--- src/hdl/uim_pkg.sv ---
// Purpose: Shared constants for the channel interrupt and modem control block
// Assumes: One channel, 8-bit register port, 3-bit register address
// Notes: Offsets follow the classic serial controller layout
package uim_pkg;
   // Register offsets
   localparam logic [2:0] OFS_DATA = 3'h0;  // Rx buffer read, Tx holding write
   localparam logic [2:0] OFS_IEN = 3'h1;   // Interrupt enable
   localparam logic [2:0] OFS_IID = 3'h2;   // Ident read, FIFO control write
   localparam logic [2:0] OFS_PSEL = 3'h3;  // Multi-function pin select
   localparam logic [2:0] OFS_MLC = 3'h4;   // Modem line control
   localparam logic [2:0] OFS_LST = 3'h5;   // Line status
   localparam logic [2:0] OFS_MST = 3'h6;   // Modem status
   // Identification codes, low nibble
   localparam logic [3:0] ID_NONE = 4'h1;
   localparam logic [3:0] ID_LINE = 4'h6;
   localparam logic [3:0] ID_RXDATA = 4'h4;
   localparam logic [3:0] ID_TIMEOUT = 4'hC;
   localparam logic [3:0] ID_THRE = 4'h2;
   localparam logic [3:0] ID_MODEM = 4'h0;
   // Enable bit positions
   localparam int IEN_RX = 0;
   localparam int IEN_TX = 1;
   localparam int IEN_LINE = 2;
   localparam int IEN_MODEM = 3;
   // Modem line control bit positions
   localparam int MLC_DTR = 0;
   localparam int MLC_RTS = 1;
   localparam int MLC_OUT1 = 2;
   localparam int MLC_OUT2 = 3;
   localparam int MLC_LOOP = 4;
   // FIFO control bit position
   localparam int FCR_EN = 0;
   // Multi-function pin selections
   localparam logic [1:0] PSEL_OUT2 = 2'h0;
   localparam logic [1:0] PSEL_BAUD = 2'h1;
   localparam logic [1:0] PSEL_RECEIVE_READY_DMA = 2'h2;
   // Timeout: character times and 16x ticks per bit
   localparam int TO_CHARS = 4;
   localparam int TICKS_PER_BIT = 16;
   // Reset values
   localparam logic [3:0] IEN_RST = 4'h0;
   localparam logic [4:0] MLC_RST = 5'h00;
   localparam logic [1:0] PSEL_RST = 2'h0;
endpackage : uim_pkg

--- src/hdl/uim_channel.sv ---
// Purpose: Interrupt ranking, enables and modem control of one channel
// Assumes: Rx/Tx data paths and line status logic share CLK_I
// Notes: Modem pins and serial input are synchronised before use
//
// Design decisions made here: strobed register access and the address map.
`timescale 1ns/1ps
module uim_channel #(
   parameter int TO_CNT_W = 12
) (
   input wire logic CLK_I,
   input wire logic SYS_RST_I,
   input wire logic [2:0] ADDR_I,
   input wire logic [7:0] WDATA_I,
   input wire logic WR_I,
   input wire logic RD_I,
   output logic [7:0] RDATA_O,
   input wire logic LINE_ERR_I,
   input wire logic [7:0] LINE_STATUS_I,
   input wire logic RX_AVAIL_I,
   input wire logic RX_NONEMPTY_I,
   input wire logic RX_CHAR_IN_I,
   input wire logic [7:0] RX_DATA_I,
   input wire logic TX_EMPTY_I,
   input wire logic TX_SHIFT_I,
   input wire logic BAUD_TICK_I,
   input wire logic [3:0] CHAR_BITS_I,
   input wire logic BAUD_CLK_I,
   input wire logic RX_READY_N_I,
   input wire logic SERIAL_RX_PIN_I,
   input wire logic CTS_N_I,
   input wire logic DSR_N_I,
   input wire logic RI_N_I,
   input wire logic DCD_N_I,
   output logic SERIAL_TX_PIN_O,
   output logic RX_SHIFT_IN_O,
   output logic DTR_N_O,
   output logic RTS_N_O,
   output logic MF_N_O,
   output logic CHANNEL_IRQ_OUT_O,
   output logic FIFO_EN_O,
   output logic RX_RD_O,
   output logic LSR_RD_O,
   output logic TX_WR_O,
   output logic [7:0] TX_DATA_O
);

   // Longest timeout is 4 chars x 16 ticks x 15 bits = 960
   if (TO_CNT_W < 10) begin : g_chk
      $error("TO_CNT_W too small for the timeout count");
   end

   typedef struct packed {
      logic [3:0] ien;
      logic fifo_en;
      logic [4:0] mlc;
      logic [1:0] psel;
      logic [3:0] iid;
      logic [3:0] mod_s1;
      logic [3:0] mod_s2;
      logic sin_s1;
      logic sin_s2;
      logic [3:0] mst;
      logic [3:0] delta;
      logic thre_ip;
      logic tx_empty_p;
      logic [TO_CNT_W-1:0] to_cnt;
      logic to_ip;
      logic [7:0] rdata;
      logic irq;
      logic dtr_n;
      logic rts_n;
      logic mf_n;
      logic serial_tx_pin;
      logic rx_in;
      logic rx_rd;
      logic lsr_rd;
      logic tx_wr;
      logic [7:0] tx_data;
   } uim_state_type;

   uim_state_type st_q;
   uim_state_type st_d;

   // Rank the gated sources into one identification code
   function automatic logic [3:0] rank(input logic ls, input logic rda,
         input logic to, input logic thre, input logic ms);
      if (ls) begin
         rank = uim_pkg::ID_LINE;
      end else if (rda) begin
         rank = uim_pkg::ID_RXDATA;
      end else if (to) begin
         rank = uim_pkg::ID_TIMEOUT;
      end else if (thre) begin
         rank = uim_pkg::ID_THRE;
      end else if (ms) begin
         rank = uim_pkg::ID_MODEM;
      end else begin
         rank = uim_pkg::ID_NONE;
      end
   endfunction : rank

   // Timeout limit in 16x ticks for the current character length
   function automatic logic [TO_CNT_W-1:0] to_limit(input logic [3:0] bits);
      to_limit = TO_CNT_W'(uim_pkg::TO_CHARS * uim_pkg::TICKS_PER_BIT
            * int'(bits));
   endfunction : to_limit

   // Gated class requests
   logic ls_on;
   logic rda_on;
   logic to_on;
   logic thre_on;
   logic ms_on;
   logic [3:0] id_now;
   logic wr_data;
   logic rd_data;
   logic rd_iid;
   logic rd_lst;
   logic rd_mst;
   logic loop;
   logic [3:0] mst_src;

   // Strobe decode and source gating
   always_comb begin
      wr_data = WR_I && (ADDR_I == uim_pkg::OFS_DATA);
      rd_data = RD_I && (ADDR_I == uim_pkg::OFS_DATA);
      rd_iid = RD_I && (ADDR_I == uim_pkg::OFS_IID);
      rd_lst = RD_I && (ADDR_I == uim_pkg::OFS_LST);
      rd_mst = RD_I && (ADDR_I == uim_pkg::OFS_MST);
      loop = st_q.mlc[uim_pkg::MLC_LOOP];
      ls_on = LINE_ERR_I && st_q.ien[uim_pkg::IEN_LINE];
      rda_on = RX_AVAIL_I && st_q.ien[uim_pkg::IEN_RX];
      to_on = st_q.to_ip && st_q.ien[uim_pkg::IEN_RX];
      thre_on = st_q.thre_ip && st_q.ien[uim_pkg::IEN_TX];
      ms_on = (|st_q.delta) && st_q.ien[uim_pkg::IEN_MODEM];
      id_now = rank(ls_on, rda_on, to_on, thre_on, ms_on);
      // Modem inputs: complemented pins, or control bits in loopback
      if (loop) begin
         mst_src = {st_q.mlc[uim_pkg::MLC_OUT2], st_q.mlc[uim_pkg::MLC_OUT1],
               st_q.mlc[uim_pkg::MLC_DTR], st_q.mlc[uim_pkg::MLC_RTS]};
      end else begin
         mst_src = ~st_q.mod_s2;
      end
   end

   // Next state
   always_comb begin
      st_d = st_q;
      st_d.rx_rd = rd_data;
      st_d.lsr_rd = rd_lst;
      st_d.tx_wr = wr_data;
      // Synchronisers for pins from outside the clock domain
      st_d.mod_s1 = {DCD_N_I, RI_N_I, DSR_N_I, CTS_N_I};
      st_d.mod_s2 = st_q.mod_s1;
      st_d.sin_s1 = SERIAL_RX_PIN_I;
      st_d.sin_s2 = st_q.sin_s1;
      // Register writes
      if (WR_I) begin
         if (ADDR_I == uim_pkg::OFS_DATA) begin
            st_d.tx_data = WDATA_I;
         end else if (ADDR_I == uim_pkg::OFS_IEN) begin
            st_d.ien = WDATA_I[3:0];
         end else if (ADDR_I == uim_pkg::OFS_IID) begin
            st_d.fifo_en = WDATA_I[uim_pkg::FCR_EN];
         end else if (ADDR_I == uim_pkg::OFS_PSEL) begin
            st_d.psel = WDATA_I[1:0];
         end else if (ADDR_I == uim_pkg::OFS_MLC) begin
            st_d.mlc = WDATA_I[4:0];
         end
      end
      // Identification frozen while it is being read
      if (!rd_iid) begin
         st_d.iid = id_now;
      end
      // Modem status: deltas set on change (ring only on its trailing edge), read clears, set wins
      st_d.mst = mst_src;
      if (rd_mst) begin
         st_d.delta = 4'h0;
      end
      st_d.delta[0] = st_d.delta[0] | (mst_src[0] ^ st_q.mst[0]);
      st_d.delta[1] = st_d.delta[1] | (mst_src[1] ^ st_q.mst[1]);
      st_d.delta[2] = st_d.delta[2] | (st_q.mst[2] & ~mst_src[2]);
      st_d.delta[3] = st_d.delta[3] | (mst_src[3] ^ st_q.mst[3]);
      // Tx empty: cleared by write or ident read naming it
      st_d.tx_empty_p = TX_EMPTY_I;
      if (wr_data || (rd_iid && st_q.iid == uim_pkg::ID_THRE)) begin
         st_d.thre_ip = 1'b0;
      end
      if (TX_EMPTY_I && !st_q.tx_empty_p) begin
         st_d.thre_ip = 1'b1;
      end
      // Character timeout, restarted by any Rx FIFO activity
      if (!st_q.fifo_en || !RX_NONEMPTY_I || RX_CHAR_IN_I || rd_data) begin
         st_d.to_cnt = '0;
      end else if (BAUD_TICK_I && st_q.to_cnt != to_limit(CHAR_BITS_I)) begin
         st_d.to_cnt = st_q.to_cnt + TO_CNT_W'(1);
      end
      if (rd_data || !st_q.fifo_en) begin
         st_d.to_ip = 1'b0;
      end else if (RX_NONEMPTY_I
            && st_q.to_cnt == to_limit(CHAR_BITS_I)) begin
         st_d.to_ip = 1'b1;
      end
      // Read data, one cycle after the strobe
      st_d.rdata = 8'h00;
      if (RD_I) begin
         if (ADDR_I == uim_pkg::OFS_DATA) begin
            st_d.rdata = RX_DATA_I;
         end else if (ADDR_I == uim_pkg::OFS_IEN) begin
            st_d.rdata = {4'h0, st_q.ien};
         end else if (ADDR_I == uim_pkg::OFS_IID) begin
            st_d.rdata = {{2{st_q.fifo_en}}, 2'b00,
                  st_q.iid[3] & st_q.fifo_en, st_q.iid[2:0]};
         end else if (ADDR_I == uim_pkg::OFS_PSEL) begin
            st_d.rdata = {6'h00, st_q.psel};
         end else if (ADDR_I == uim_pkg::OFS_MLC) begin
            st_d.rdata = {3'h0, st_q.mlc};
         end else if (ADDR_I == uim_pkg::OFS_LST) begin
            st_d.rdata = LINE_STATUS_I;
         end else if (ADDR_I == uim_pkg::OFS_MST) begin
            st_d.rdata = {st_q.mst, st_q.delta};
         end
      end
      // Interrupt output follows any enabled pending source
      st_d.irq = (id_now != uim_pkg::ID_NONE);
      // Output pins: inverted controls, forced high in loopback; baud clock and rx ready on the shared pin are not
      st_d.dtr_n = loop | ~st_q.mlc[uim_pkg::MLC_DTR];
      st_d.rts_n = loop | ~st_q.mlc[uim_pkg::MLC_RTS];
      if (st_q.psel == uim_pkg::PSEL_OUT2) begin
         st_d.mf_n = loop | ~st_q.mlc[uim_pkg::MLC_OUT2];
      end else if (st_q.psel == uim_pkg::PSEL_BAUD) begin
         st_d.mf_n = BAUD_CLK_I;
      end else if (st_q.psel == uim_pkg::PSEL_RECEIVE_READY_DMA) begin
         st_d.mf_n = RX_READY_N_I;
      end else begin
         st_d.mf_n = 1'b1;  // Reserved code drives high
      end
      // Serial path: mark on the line, shifter looped inside
      st_d.serial_tx_pin = loop | TX_SHIFT_I;
      st_d.rx_in = loop ? TX_SHIFT_I : st_q.sin_s2;
   end

   // State register; reset leaves pins inactive and OUT2 selected
   always_ff @(posedge CLK_I or posedge SYS_RST_I) begin
      if (SYS_RST_I) begin
         st_q <= '0;
         st_q.ien <= uim_pkg::IEN_RST;
         st_q.mlc <= uim_pkg::MLC_RST;
         st_q.psel <= uim_pkg::PSEL_RST;
         st_q.iid <= uim_pkg::ID_NONE;
         st_q.mod_s1 <= 4'hF;
         st_q.mod_s2 <= 4'hF;
         st_q.sin_s1 <= 1'b1;
         st_q.sin_s2 <= 1'b1;
         st_q.dtr_n <= 1'b1;
         st_q.rts_n <= 1'b1;
         st_q.mf_n <= 1'b1;
         st_q.serial_tx_pin <= 1'b1;
         st_q.rx_in <= 1'b1;
      end else begin
         st_q <= st_d;
      end
   end

   // Port drive, all from flip-flops
   assign RDATA_O = st_q.rdata;
   assign SERIAL_TX_PIN_O = st_q.serial_tx_pin;
   assign RX_SHIFT_IN_O = st_q.rx_in;
   assign DTR_N_O = st_q.dtr_n;
   assign RTS_N_O = st_q.rts_n;
   assign MF_N_O = st_q.mf_n;
   assign CHANNEL_IRQ_OUT_O = st_q.irq;
   assign FIFO_EN_O = st_q.fifo_en;
   assign RX_RD_O = st_q.rx_rd;
   assign LSR_RD_O = st_q.lsr_rd;
   assign TX_WR_O = st_q.tx_wr;
   assign TX_DATA_O = st_q.tx_data;
endmodule : uim_channel

--- config.mk ---
export PLATFORM = sky130hd
export DESIGN_NAME = uim_channel
export DESIGN_NICKNAME = d
export VERILOG_FILES = /design/src/hdl/uim_pkg.sv /design/src/hdl/uim_channel.sv
export SDC_FILE = /design/constraint.sdc
export NUM_CORES = 1
export LEC_CHECK = 0
export BUFFER_PORTS_ARGS = -buffer_cell sky130_fd_sc_hd__buf_2
export CAP_MARGIN = 20
export CORE_MARGIN = 2
export CORE_UTILIZATION = 49
export DETAILED_ROUTE_END_ITERATION = 7
export PLACE_DENSITY = 0.72
export SYNTH_ARGS = -nofsm -noshare
export SYNTH_HDL_FRONTEND = slang
export SYNTH_SLANG_ARGS = --single-unit
--- constraint.sdc ---
create_clock -name CLK_I -period 2.6 [get_ports CLK_I]
set_input_delay 0.39 -clock CLK_I [delete_from_list [all_inputs] [get_ports CLK_I]]
set_output_delay 0.39 -clock CLK_I [all_outputs]
set_load 0.01 [all_outputs]
==> results, run 1 <==
- The antenna diode count is 0.
- Routability-driven placement finished with a final weighted congestion of 0.878.
- The number of primary I/O pins is between 70 and 80.
- The mean area per synthesized cell is around 11 sq um.
- The first-pass GRT wire length is 11.9 mm.
- Before antenna repair, the detailed router went through 4 iterations.
- The clock latency reported for the late side of the worst-skew pair is 0.36 ns.
- The chip width is between 80 and 90 microns.
- The clock arrives with 0.00912 ns of skew.
- The tightest min-delay check is of the input port to asynchronous set/reset pin type.
- The worst setup path is launched from an input port.
- The final-layout setup total negative slack is 0 ns.
- The detailed placement HPWL is 5.36 mm.
- The final number of max-transition violations is 0.
- For met1 alone, demand over resource in global routing was 29.1%.
- The number of cells in the design after placement is 451.
- Counting flops and latches in the post-synthesis netlist gives 74.
- Leaving out fill and tap cells, the most frequent cell in the layout is buf_2.
- STA classifies the critical path endpoint as a flip-flop.
- The CTS tree is yes.
- The placed instances occupy a cell area of 3770 sq um.
- The measured slew at the worst slew-check pin is 0.571 ns.
- The initial antenna violation count is 0.
- The final setup violation count is 0.
- The share of post-route cells with drive strength above 1 is 33.7%.
- The critical path arrival is 1.85 ns.
- Derived from the worst setup path, the maximum achievable clock frequency is between 600 and 700 MHz.
- After layout, the worst path uses 61.9% of the clock period.
- The via count is between 2000 and 2500.
- The overall track demand over capacity in global routing is 20.8%.
- After technology mapping, the gate count stands at 307.
- Measured against its own limit, the worst slew margin works out to 61.9%.
- The unique cell type count in the Yosys netlist is 51.
- The number of nets with antenna violations after detailed routing is 0.
- The clock root buffer is clkbuf_8.
- The number of global-route vias before repair is 2362.
- The worst supply voltage drop on vdd is 0.502 mV.
- Buffers inserted during clock tree synthesis total 9.
- Setup repair after global routing left no endpoint under its margin.
- The synthesis-to-layout area growth is 14.3%.
- The async set or reset register ratio after synthesis is 100%.
- The longest clock path from root to sink contains 2 buffers.
- The cell area after technology mapping is 3460 sq um.
- The final hold violation count came to 0.
- The first-iteration detailed-routing DRC count is 134.
- The die covers 7750 sq um.
- The count of instances resized after the clock tree is built is 0.
- The clock sink total is 74.
- The cell area power density is approximately 690 nW/um^2.
- Yosys printed 0 warnings.
- The most used routing layer in global routing is met2.
- The portion of the post-synthesis area used by sequential elements is between 50 and 60%.
- The remaining global-route overflow is 0.
- The mean number of vias per cell is 5.23.
- The effective utilization at floorplan is 50.6%.
- The critical path class is input port to flip-flop.
- For this run, the post-layout net count is 417.
- The core footprint is between 6000 and 7000 sq um.
- Buffers inserted to repair hold after CTS numbered 0.
- Max-cap violations in this run came to 0.
- Measured on the finished design, the core utilization comes to 57.9%.
- The most used flip-flop cell after synthesis is dfrtp_1.
- The maximum level of the CTS H-tree is 3.
- After clock tree synthesis, the setup repair step added 0 buffers.
- The number of flops mapped to enable cells by yosys is 0.
- The peak fanout along the critical path is 23.
- The die is 88.0 microns tall.
- The routed length per instance is ~16 microns.
- The count of buffers from port buffering is between 70 and 80.
- The met2 demand-to-capacity share in global routing is 31.6%.
- The final period demand of the worst path is approximately 1.6 ns.
- STA puts the critical path data required time at 2.84 ns.
- After detailed routing, the number of remaining DRC violations is 0.
- The static power due to leakage is 1.80 nW.
- The pin count of the biggest net entering global routing is 51.
- Clock-pin slew was measured on the worst setup and hold paths at approximately 0.08 ns.
- In the layout the commonest cells are buf_2 (74), dfrtp_1 (58), nand2_1 (33).
- The number of nets in the synthesized netlist is 358.
- The met3 capacity usage during global routing is 3.11%.
- The post-layout instance area is 3950 sq um.
- The non-filler instance count after layout is 467.
- After detailed routing, the total wire length is 7.33 mm.
- The initialized floorplan defines 30 standard-cell rows.
- The flow ran to the end, and the final reports show no timing, DRC or antenna violations.
## final cells by class
cell class	instances	area, sq um
Clock buffer	9	124
Timing Repair Buffer	75	390
Multi-Input combinational cell	192	1340
Clock inverter	7	60.1
Inverter	14	52.6
Sequential cell	74	1870
Fill cell	594	2880
Tap cell	96	120
## worst paths after layout
kind                                      to  cells past startpoint  slack [ns]      start
worst max register to register      st_q[28]                      6        1.00   st_q[26]
worst max-delay path            TX_DATA_O[3]                      4        0.99  ADDR_I[1]
worst min-delay path            TX_DATA_O[7]                      2        0.08  SYS_RST_I
max in group asynchronous            DTR_N_O                      3        1.80  SYS_RST_I
worst min register to register      st_q[53]                      0        0.36   st_d[53]
min in group CLK_I                  st_d[51]                      1        0.12    DSR_N_I
## sequential cells by signal, indices dropped and copies added, names as in the netlist
name	cells
CHANNEL_IRQ_OUT_O	1
DTR_N_O	1
FIFO_EN_O	1
LSR_RD_O	1
MF_N_O	1
RDATA_O	8
RTS_N_O	1
RX_RD_O	1
RX_SHIFT_IN_O	1
SERIAL_TX_PIN_O	1
TX_DATA_O	8
TX_WR_O	1
loop	1
st_d	5
st_q	42
## synth_stat cells (2+ instances only)
library cell	number	area (sq um)
and3_1	3	18.8
nor4b_4	2	47.6
nor3_1	5	25.0
nor3b_1	2	15.0
ha_1	2	25.0
a21oi_1	9	45.0
a211oi_1	2	15.0
or3_1	3	18.8
nor2_1	12	45.0
buf_2	4	20.0
and2_1	3	18.8
mux2_2	10	113
dfrtp_1	58	1450
xnor2_1	7	61.3
nand4_1	6	37.5
nand2_1	33	124
nor2b_1	7	43.8
o2bb2ai_1	2	17.5
nand2b_1	4	25.0
inv_1	13	48.8
a221o_1	2	20.0
mux2i_1	12	120
xor2_1	7	61.3
buf_6	3	33.8
o22ai_1	2	12.5
a21boi_1	2	15.0
o221ai_1	2	17.5
a22oi_1	3	22.5
buf_4	19	143
o21ai_0	20	100
dfstp_2	16	420
nand3_1	6	30.0
mux2_1	8	90.1
## stage by stage
stage | setup WS (ns) | hold slack (ns) | power (mW)
floorplan | 0.355 | 0.345 | 1.76
global placement | 0.685 | 0.345 | 1.88
detailed placement | 0.611 | 0.348 | 1.90
CTS | 0.979 | 0.0982 | 2.75
global route | 0.855 | 0.102 | 2.87
finish | 0.990 | 0.0799 | 2.72
## power by group
group	internal [mW]	switching, mW
registers	1.31	0.107
clock network	0.363	0.479
logic	0.217	0.238
total	1.89	0.825
## cells by family (layout without fill, tap and decap cells)
group | count (synthesis) | after routing | share of synthesized area (%)
XOR/XNOR | 14 | 14 | 3.54
buffers and inverters | 41 | 105 | 7.31
multiplexers | 31 | 31 | 9.77
adder cells (fa/ha/maj) | 2 | 2 | 0.723
flip-flops | 74 | 74 | 54.1
AO/OA/AOI/OAI | 51 | 51 | 9.37
AND/OR/NAND/NOR | 94 | 94 | 15.2
## worst max-delay path, stage by stage
cell and delay (ns):
buf_2 0.24, nor3_1 0.37, and2_1 0.48, mux2_1 0.37
## per-layer routing
| layer | part of all wire (%) | up-vias |
|---|---|---|
| met2 | 47 | 71 |
| met3 | 5.4 | 13 |
| met1 | 46 | 1194 |
| li1 | - | 1165 |
| met4 | 1.9 | 0 |
| met5 | 0 | - |
Power figures use the tool's default switching activity.
==> run 2: changes to the inputs <==
--- a/config.mk
+++ b/config.mk
@@ -5,12 +5,13 @@
 export SDC_FILE = /design/constraint.sdc
 export NUM_CORES = 1
 export LEC_CHECK = 0
+export ABC_AREA = 1
 export BUFFER_PORTS_ARGS = -buffer_cell sky130_fd_sc_hd__buf_2
 export CAP_MARGIN = 20
 export CORE_MARGIN = 2
 export CORE_UTILIZATION = 49
 export DETAILED_ROUTE_END_ITERATION = 7
-export PLACE_DENSITY = 0.72
+export PLACE_DENSITY = 0.74
 export SYNTH_ARGS = -nofsm -noshare
 export SYNTH_HDL_FRONTEND = slang
 export SYNTH_SLANG_ARGS = --single-unit
==> constraint.sdc (replaced) <==
create_clock -name CLK_I -period 1.47 [get_ports CLK_I]
set_input_delay 0.2205 -clock CLK_I [delete_from_list [all_inputs] [get_ports CLK_I]]
set_output_delay 0.2205 -clock CLK_I [all_outputs]
set_load 0.01 [all_outputs]
==> run 2 against run 1 <==
First-iteration DRC count grew 9.7%. Clock power is 110% higher. Combinational power rose by 83%. Via count rose by 27%. Non-clock buffer count up 19. Core utilization rose by 4.1 points. Power grew 85%. Global-route usage grew 0.96 points. Sequential power grew 73%. Synthesized cell count is 43% higher. Register-to-register slack worse by 0.98 ns. Flip-flop and latch count did not move.
==> results, run 2 <==
- The utilization of the core after routing came to 62.0% (+4.1 points).
- TritonCTS built the clock tree.
- The flip-flop count of the largest register after layout is 42 (unchanged).
- The clock sink total is 74 (unchanged).
- The switching power summed over all nets was 1.38 mW (+68%).
- In the post-synthesis netlist, the cell with the most instances is nand2_1.
- The effective utilization at floorplan is 50.1% (-0.57 points).
- The chip width is 89.9 microns (+2.1%).
- The worst setup path is captured at a flip-flop.
- Setup repair after global routing could not meet its margin everywhere.
- The internal power consumption came to 3.65 mW (+93%).
- The detailed placement HPWL is 6.25 mm (+16%).
- The cell area after technology mapping is 3610 sq um (+4.4%).
- The final number of max-transition violations is 0 (unchanged).
- The sequential cell area is 1880 sq um (+0.27%).
- The first-iteration detailed-routing DRC count is 147 (+9.7%).
- The number of instances in the synthesized netlist was 439 (+43%).
- The yosys synthesis warning count came to 0 (unchanged).
- Compared with the post-synthesis result, the final layout area differs by 23.8%.
- The placement row count is 31 (+3.3%).
- The clock latency reported for the late side of the worst-skew pair is 0.35 ns (about the same).
- The core footprint came to 7210 sq um (+5.6%).
- The count of unresolved DRC violations after routing is 0 (unchanged).
- The worst supply voltage drop on vdd is 0.563 mV (+12%).
- The overall track demand over capacity in global routing is 21.7% (+0.96 points).
- The required time of the critical path is 1.74 ns (-1.10 ns).
- The worst hold path class is input port to flip-flop.
- The combinational share of power came to 16.5% (-0.2 points).
- The die extent in y came to 89.9 microns (+2.1%).
- The top cell types in the final layout, fill and taps aside, are nand2_1 (133), buf_2 (74), dfrtp_1 (54).
- The critical path class is flip-flop to flip-flop.
- The antenna diode count came to 0 (unchanged).
- The number of global-route vias before repair is 3106 (+31%).
- The number of nets in the layout is 574 (+38%).
- The met2 layer wire length in the routed design is 4.02 mm (+17%).
- The signal on the critical path passes through inv_2 > ha_4 > nand3_4 > nor2_4 > nand3_4 > nand2_8 > buf_8 > nand3_2 > nand2_1.
- The maximum level of the CTS H-tree is 3 (unchanged).
- The number of optimization iterations in the first detailed-route pass is 4 (unchanged).
- The number of flops mapped to enable cells by yosys is 0 (unchanged).
- The delay of the slowest cell on the worst path is 0.45 ns (-0.03 ns).
- For this run, the top clock speed supported by timing is 692 MHz.
- The largest buffer count on any clock path came to 2 (unchanged).
- The proportion of power drawn by the clock network came to 34.6% (+3.6 points).
- The via count is 3102 (+27%).
- The mean number of vias per cell is 4.95 (-5.4%).
- The final period demand of the worst path is roughly 1.4 ns.
- The clock slew at the register clock pins of the worst setup and hold paths is 0.08 ns (about the same).
- The most common cell after layout, fill and taps aside is nand2_1.
- The static power due to leakage is 2.28 nW (+27%).
- Among all flip-flop cells after synthesis, the most frequent one is dfrtp_1.
- The post-layout instance area is 4470 sq um (+13%).
- The met1 wire length is 3.72 mm (+10%).
- The async set or reset register ratio after synthesis is 100% (unchanged).
- The count of buffers from port buffering is 74 (unchanged).
- The tightest slew margin relative to the limit was 69.6% (+7.7 points).
- The power share of the sequential group is 48.9% (-3.4 points).
- By area the synthesized netlist is led by dfrtp_1 (40%), nand2_1 (14%), dfstp_2 (12%).
- The count of filler cells inserted in the layout came to 653 (+9.9%).
- The number of CTS-inserted buffers came to 9 (unchanged).
- The detailed-routed wire length on met3 came to 454 microns (+16%).
- The area of the multi-input gates was 1490 sq um (+11%).
- The cell type contributing the most total cell area after synthesis is dfrtp_1.
- The post-placement worst setup slack is 0.00321 ns (-0.608 ns).
- The unique cell type count in the Yosys netlist is 33 (-35%).
- The number of primary I/O pins is 75 (unchanged).
- The area share of the leading cell type in the synthesized netlist is 40.2% (-1.8 points).
- The share of post-route cells with drive strength above 1 is 29.4% (-4.3 points).
- st_q holds more flip-flops than any other register.
- The sum of routed wire length over all layers is 8.33 mm (+14%).
- The number of nets in the synthesized netlist is 490 (+37%).
- The setup slack of the critical path after layout came to 0.0240 ns (-0.966 ns).
- The final hold violation count was 0 (unchanged).
- The measured slew at the worst slew-check pin is 0.455 ns (-0.116 ns).
- The final setup violation count was 0 (unchanged).
- The worst setup path is launched from a flip-flop.
- The number of nets with antenna violations after detailed routing was 0 (unchanged).
- The final estimated routing congestion in global placement is 0.873 (-0.61%).
- The commonest cells after synthesis are nand2_1 (133), dfrtp_1 (58), inv_1 (42).
- The remaining global-route overflow is 0 (unchanged).
- The pin count of the biggest net entering global routing came to 39 (-24%).
- The top routing layer in use is met4.
- The cell area power density is 1120 nW/um^2 (+64%).
- The max-cap check violation count is 0 (unchanged).
- The worst clock skew on the final layout is 0.0135 ns (+0.00433 ns).
- The area of the die is 8070 sq um (+4.2%).
- The area after detailed placement came to 4050 sq um (+7.5%).
- The clock root buffer is clkbuf_8.
- The slowest stage cell on the critical path is dfrtp_2.
- The number of register bits inferred by synthesis is 74 (unchanged).
- The switching share of power is 27.5% (-2.9 points).
- The portion of the post-synthesis area used by sequential elements is 51.8% (-2.3 points).
- The most numerous cell type found on the critical path is nand3_4.
- The initial antenna violation count is 0 (unchanged).
- The critical path arrival is 1.72 ns (-0.13 ns).
- The peak fanout along the critical path came to 8 (-65%).
- The routed length per instance is 13.3 microns (-15%).
- The worst path buffer plus inverter count is 2 (+1).
- The mean area per synthesized cell is 8.23 sq um (-27%).
- The cell family with the largest share of critical-path delay is simple AND/OR/NAND/NOR gates.
- The run finished with clean final reports.
- Of the available clock period, the critical path in the final layout requires 98.4%.
- The first-pass GRT wire length is 14.2 mm (+19%).
[run 2: cell types whose count changed in the layout (fill, tap and decap cells not counted), moves of 10 or more]
| cell | previous run | this run |
|---|---|---|
| buf_4 | 0 | 10 |
| o21ai_1 | 0 | 12 |
| nand2_1 | 33 | 133 |
| nor2_1 | 12 | 37 |
| mux2i_1 | 12 | 1 |
| mux2_2 | 10 | 0 |
| nand3_1 | 6 | 23 |
| inv_1 | 12 | 39 |
[run 2: repair_timing]
action,in CTS,in global routing
hold buffers,7,0
resized for setup,0,24
hold endpoints to repair,10,0
endpoints found under the setup margin,7,13
gates cloned,0,0
buffers inserted,0,3
pin swaps,1,12
[run 2: metrics by stage]
stage | hold WS, ns | cells | total power, mW | setup TNS, ns
6_report | 0.0604 | 627 | 5.03 | 0
5_1_grt | 0.0832 | 627 | 5.27 | -0.406
4_1_cts | 0.0540 | 624 | 5.03 | 0
3_5_place_dp | 0.226 | 601 | 3.29 | 0
3_3_place_gp | 0.217 | 601 | 3.25 | 0
2_1_floorplan | 0.225 | 439 | 3.00 | 0
[run 2: metal layers]
metal  up-vias  track usage [%]
li1       1551                -
met1      1451             28.1
met2        87             36.2
met3        13             5.11
met4         0             7.44
met5         -                0
[run 2: worst paths after layout]
kind	startpoint	to	slack (ns)	cells past startpoint
max	st_q[26]	st_q[29]	0.02	9
min	WDATA_I[6]	TX_DATA_O[6]	0.06	3
max reg2reg	st_q[26]	st_q[29]	0.02	9
min reg2reg	st_d[53]	st_q[53]	0.36	0
max in group asynchronous	SYS_RST_I	st_q[58]	0.50	4
min in group asynchronous	SYS_RST_I	st_q[45]	0.41	3
[run 2: cells by family after synthesis]
| logic type | share of synthesized area (%) |
|---|---|
| compound gates | 8.59 |
| flops | 51.8 |
| xor+xnor | 1.70 |
| simple gates | 27.0 |
| mux | 0.589 |
| fa+ha+maj | 0.693 |
| buf+inv | 9.63 |
[run 2: worst register-to-register path: stages (launching register included)]
cell and delay [ns]:
dfrtp_2 0.45, inv_2 0.10, ha_4 0.14, nand3_4 0.08, nor2_4 0.13, nand3_4 0.10
nand2_8 0.12, buf_8 0.14, nand3_2 0.06, nand2_1 0.06
[run 2: cell type report]
type / count / share of cell area, %
flip-flops and latches: 74 / 42.0
well taps: 99 / 2.77
multi-input cells: 294 / 33.3
inverters: 50 / 4.34
repair buffers: 94 / 12.8
clock buffers: 11 / 3.16
clock inverters: 5 / 1.76
[run 2: power groups by stage]
stage / Combinational, mW / Clock [mW] / Sequential (mW)
CTS: 0.809 / 1.76 / 2.46
detailed placement: 0.791 / 0 / 2.49
finish: 0.831 / 1.74 / 2.46
global route: 0.942 / 1.84 / 2.49
floorplan: 0.536 / 0 / 2.47
global placement: 0.768 / 0 / 2.49
==> run 3: changes to the inputs <==
--- a/config.mk
+++ b/config.mk
@@ -6,12 +6,14 @@
 export NUM_CORES = 1
 export LEC_CHECK = 0
 export ABC_AREA = 1
-export BUFFER_PORTS_ARGS = -buffer_cell sky130_fd_sc_hd__buf_2
+export ABC_CLOCK_PERIOD_IN_PS = 1470
 export CAP_MARGIN = 20
 export CORE_MARGIN = 2
 export CORE_UTILIZATION = 49
 export DETAILED_ROUTE_END_ITERATION = 7
-export PLACE_DENSITY = 0.74
+export DONT_BUFFER_PORTS = 1
+export PLACE_DENSITY = 0.65
+export REMOVE_ABC_BUFFERS = 1
 export SYNTH_ARGS = -nofsm -noshare
 export SYNTH_HDL_FRONTEND = slang
 export SYNTH_SLANG_ARGS = --single-unit
==> run 3 against run 2 <==
Core utilization fell by 4.0 points. Flip-flop and latch count did not move. Worst setup slack improved by 0.052 ns. Critical path depth did not move. Routed wire length fell by 2.5%. Clock power fell by 11%. Register-to-register slack improved by 0.05 ns. Design area fell by 6.5%. Critical endpoint is now st_q[33].
==> results, run 3 (synthesis results as in run 2) <==
- The run finished with clean final reports.
- The overall track demand over capacity in global routing was 20.8% (-0.90 points).
- The final-layout worst hold slack is 0.0161 ns (-0.0444 ns).
- The static power due to leakage is 2.04 nW (-11%).
- The area after detailed placement was 3690 sq um (-9.0%).
- The clock latency reported for the late side of the worst-skew pair came to 0.35 ns (about the same).
- The worst supply voltage drop on vdd is 0.584 mV (+3.8%).
- The final period utilization came to 94.8% (-3.5 points).
- The pin count of the biggest net entering global routing is 75 (+92%).
- The post-placement worst setup slack is -0.0539 ns (-0.0571 ns).
- The measured slew at the worst slew-check pin is 0.382 ns (-0.0729 ns).
- The number of nets in the layout came to 516 (-10%).
- The worst hold path class is input port to flip-flop.
- The internal power consumption is 3.21 mW (-12%).
- The post-layout instance area came to 4180 sq um (-6.5%).
- The max-cap check violation count is 0 (unchanged).
- The core footprint is 7210 sq um (unchanged).
- The initial antenna violation count was 0 (unchanged).
- The remaining global-route overflow was 0 (unchanged).
- The number of nets with antenna violations after detailed routing came to 0 (unchanged).
- The depth of the most critical reg-to-reg path is 9 (unchanged).
- TritonCTS built the clock tree.
- The delay of the slowest cell on the worst path is 0.46 ns (about the same).
- The maximum achievable frequency is 717 MHz (+3.7%).
- The count of buffers from port buffering was 0 (-100%).
- The tightest slew margin relative to the limit is 74.5% (+4.9 points).
- The library cells used most frequently in the layout, excluding fill and tap cells, are nand2_1 (128), dfrtp_1 (55), inv_1 (39).
- The placement row count came to 31 (unchanged).
- The power share of the sequential group is 54.0% (+5.1 points).
- The required time of the critical path is 1.72 ns (-0.02 ns).
- The area growth from synthesis to layout is 15.8%.
- The number of optimization iterations in the first detailed-route pass came to 5 (+1).
- The setup slack of the critical path after layout is 0.0758 ns (+0.0518 ns).
- The count of filler cells inserted in the layout came to 680 (+4.1%).
- The first-pass GRT wire length is 13.5 mm (-5.2%).
- The end of the worst register-to-register path is st_q[33].
- The routed length per instance was 14.3 microns (+7.4%).
- The number of primary I/O pins is 75 (unchanged).
- The proportion of power drawn by the clock network is 33.1% (-1.5 points).
- The first-iteration detailed-routing DRC count came to 180 (+22%).
- The number of CTS-inserted buffers is 9 (unchanged).
- The area of the die was 8070 sq um (unchanged).
- Tracing the worst setup path back leads to its startpoint at st_q[27].
- The chip width is 89.9 microns (unchanged).
- On the critical path, the stage with the largest delay is an instance of dfrtp_2.
- The clock sink total was 74 (unchanged).
- The via count is 2894 (-6.7%).
- The clock slew at the register clock pins of the worst setup and hold paths is 0.09 ns (about the same).
- The final setup violation count came to 0 (unchanged).
- The signal on the critical path passes through inv_2 > ha_4 > nand3_2 > nor2_4 > nand3_4 > nand2_8 > nand2_8 > nand2_1 > nand2_1.
- The worst setup path is captured at a flip-flop.
- The critical path class is flip-flop to flip-flop.
- In this run the worst setup path terminates at st_q[33].
- The final period demand of the worst path was 1.39 ns (-0.0518 ns).
- The maximum level of the CTS H-tree was 3 (unchanged).
- The switching share of power is 31.4% (+3.9 points).
- The register with the most flip-flops is st_q.
- The flop-to-flop setup slack is 0.08 ns (+0.05 ns).
- The most common cell after layout, fill and taps aside is nand2_1.
- The flip-flop count of the largest register after layout is 42 (unchanged).
- The sum of routed wire length over all layers came to 8.12 mm (-2.5%).
- The mean number of vias per cell is 5.09 (+2.8%).
- The die extent in y is 89.9 microns (unchanged).
- The number of global-route vias before repair is 2829 (-8.9%).
- The combinational share of power is 12.9% (-3.6 points).
- The startpoint class of the critical path is a flip-flop.
- The post-layout total power is 4.67 mW (-7.1%).
- The detailed placement HPWL is 5.74 mm (-8.2%).
- The switching power summed over all nets was 1.47 mW (+6.0%).
- The critical path arrival is 1.64 ns (-0.08 ns).
- The final estimated routing congestion in global placement is 0.883 (+1.1%).
- The clock root buffer is clkbuf_8.
- The final hold violation count is 0 (unchanged).
- The largest buffer count on any clock path is 2 (unchanged).
- The peak fanout along the critical path is 8 (unchanged).
- The antenna diode count was 0 (unchanged).
- The worst flop-to-flop path startpoint is st_q[27].
- The worst clock skew on the final layout is 0.00980 ns (-0.00365 ns).
- The effective utilization at floorplan came to 50.1% (unchanged).
- The cell area power density came to 1120 nW/um^2 (-0.64%).
- The share of post-route cells with drive strength above 1 came to 17.9% (-11 points).
- The final number of max-transition violations came to 0 (unchanged).
- The count of unresolved DRC violations after routing is 0 (unchanged).
-- run 3: power by group through the flow --
stage	clock network, mW	logic [mW]	registers [mW]
floorplan	0	0.400	2.51
global placement	0	0.524	2.55
detailed placement	0	0.541	2.56
CTS	1.59	0.588	2.52
global route	1.69	0.691	2.55
finish	1.55	0.602	2.52
-- run 3: worst min-delay path by stage --
stage               cells past startpoint             from  slack (ns)           end
floorplan                               0  SERIAL_RX_PIN_I        0.22      st_d[48]
global placement                        2        SYS_RST_I        0.23  TX_DATA_O[2]
detailed placement                      2        SYS_RST_I        0.23  TX_DATA_O[1]
CTS                                     2     RX_DATA_I[5]       0.006    RDATA_O[5]
global route                            2      BAUD_TICK_I       0.007      st_q[27]
finish                                  2      BAUD_TICK_I        0.02      st_q[27]
-- run 3: area by class of cell --
class,instances,area [sq um],share of cell area [%]
Clock inverter,7,63.8,1.53
Tap cell,99,124,2.96
Clock buffer,9,124,2.96
Inverter,50,190,4.55
Sequential cell,74,1880,44.8
Timing Repair Buffer,35,329,7.87
Multi-Input combinational cell,295,1480,35.3
-- run 3: metrics by stage --
stage,setup TNS [ns],instances,util (%)
6_report,0,569,58.0
5_1_grt,-0.0624,569,58.0
4_1_cts,0,566,56.7
3_5_place_dp,-0.354,530,51.1
3_3_place_gp,0,530,51.1
2_1_floorplan,-37.51,418,-
-- run 3: routing by layer --
| layer | wire, microns | global-route usage, % | vias up |
|---|---|---|---|
| met1 | 3850 | 28.1 | 1378 |
| li1 | - | - | 1431 |
| met3 | 463 | 6.45 | 12 |
| met5 | 0 | 0 | - |
| met4 | 133 | 7.18 | 0 |
| met2 | 3670 | 32.1 | 73 |
-- run 3: worst max-delay path: cells and delay by family, from the launching register on --
kind / cells / cell delay [ns]
adders and majority gates: 1 / 0.12
DFF: 1 / 0.46
buffers and inverters: 1 / 0.08
and+or+nand+nor: 7 / 0.63
-- run 3: what timing repair did --
| item | in CTS | in global routing |
|---|---|---|
| hold buffers | 20 | 0 |
| buffers inserted | 0 | 2 |
| resized for setup | 2 | 19 |
| pin swaps | 0 | 4 |
| setup endpoints to repair | 8 | 13 |
| hold endpoints to repair | 79 | 0 |
| cloned | 0 | 1 |
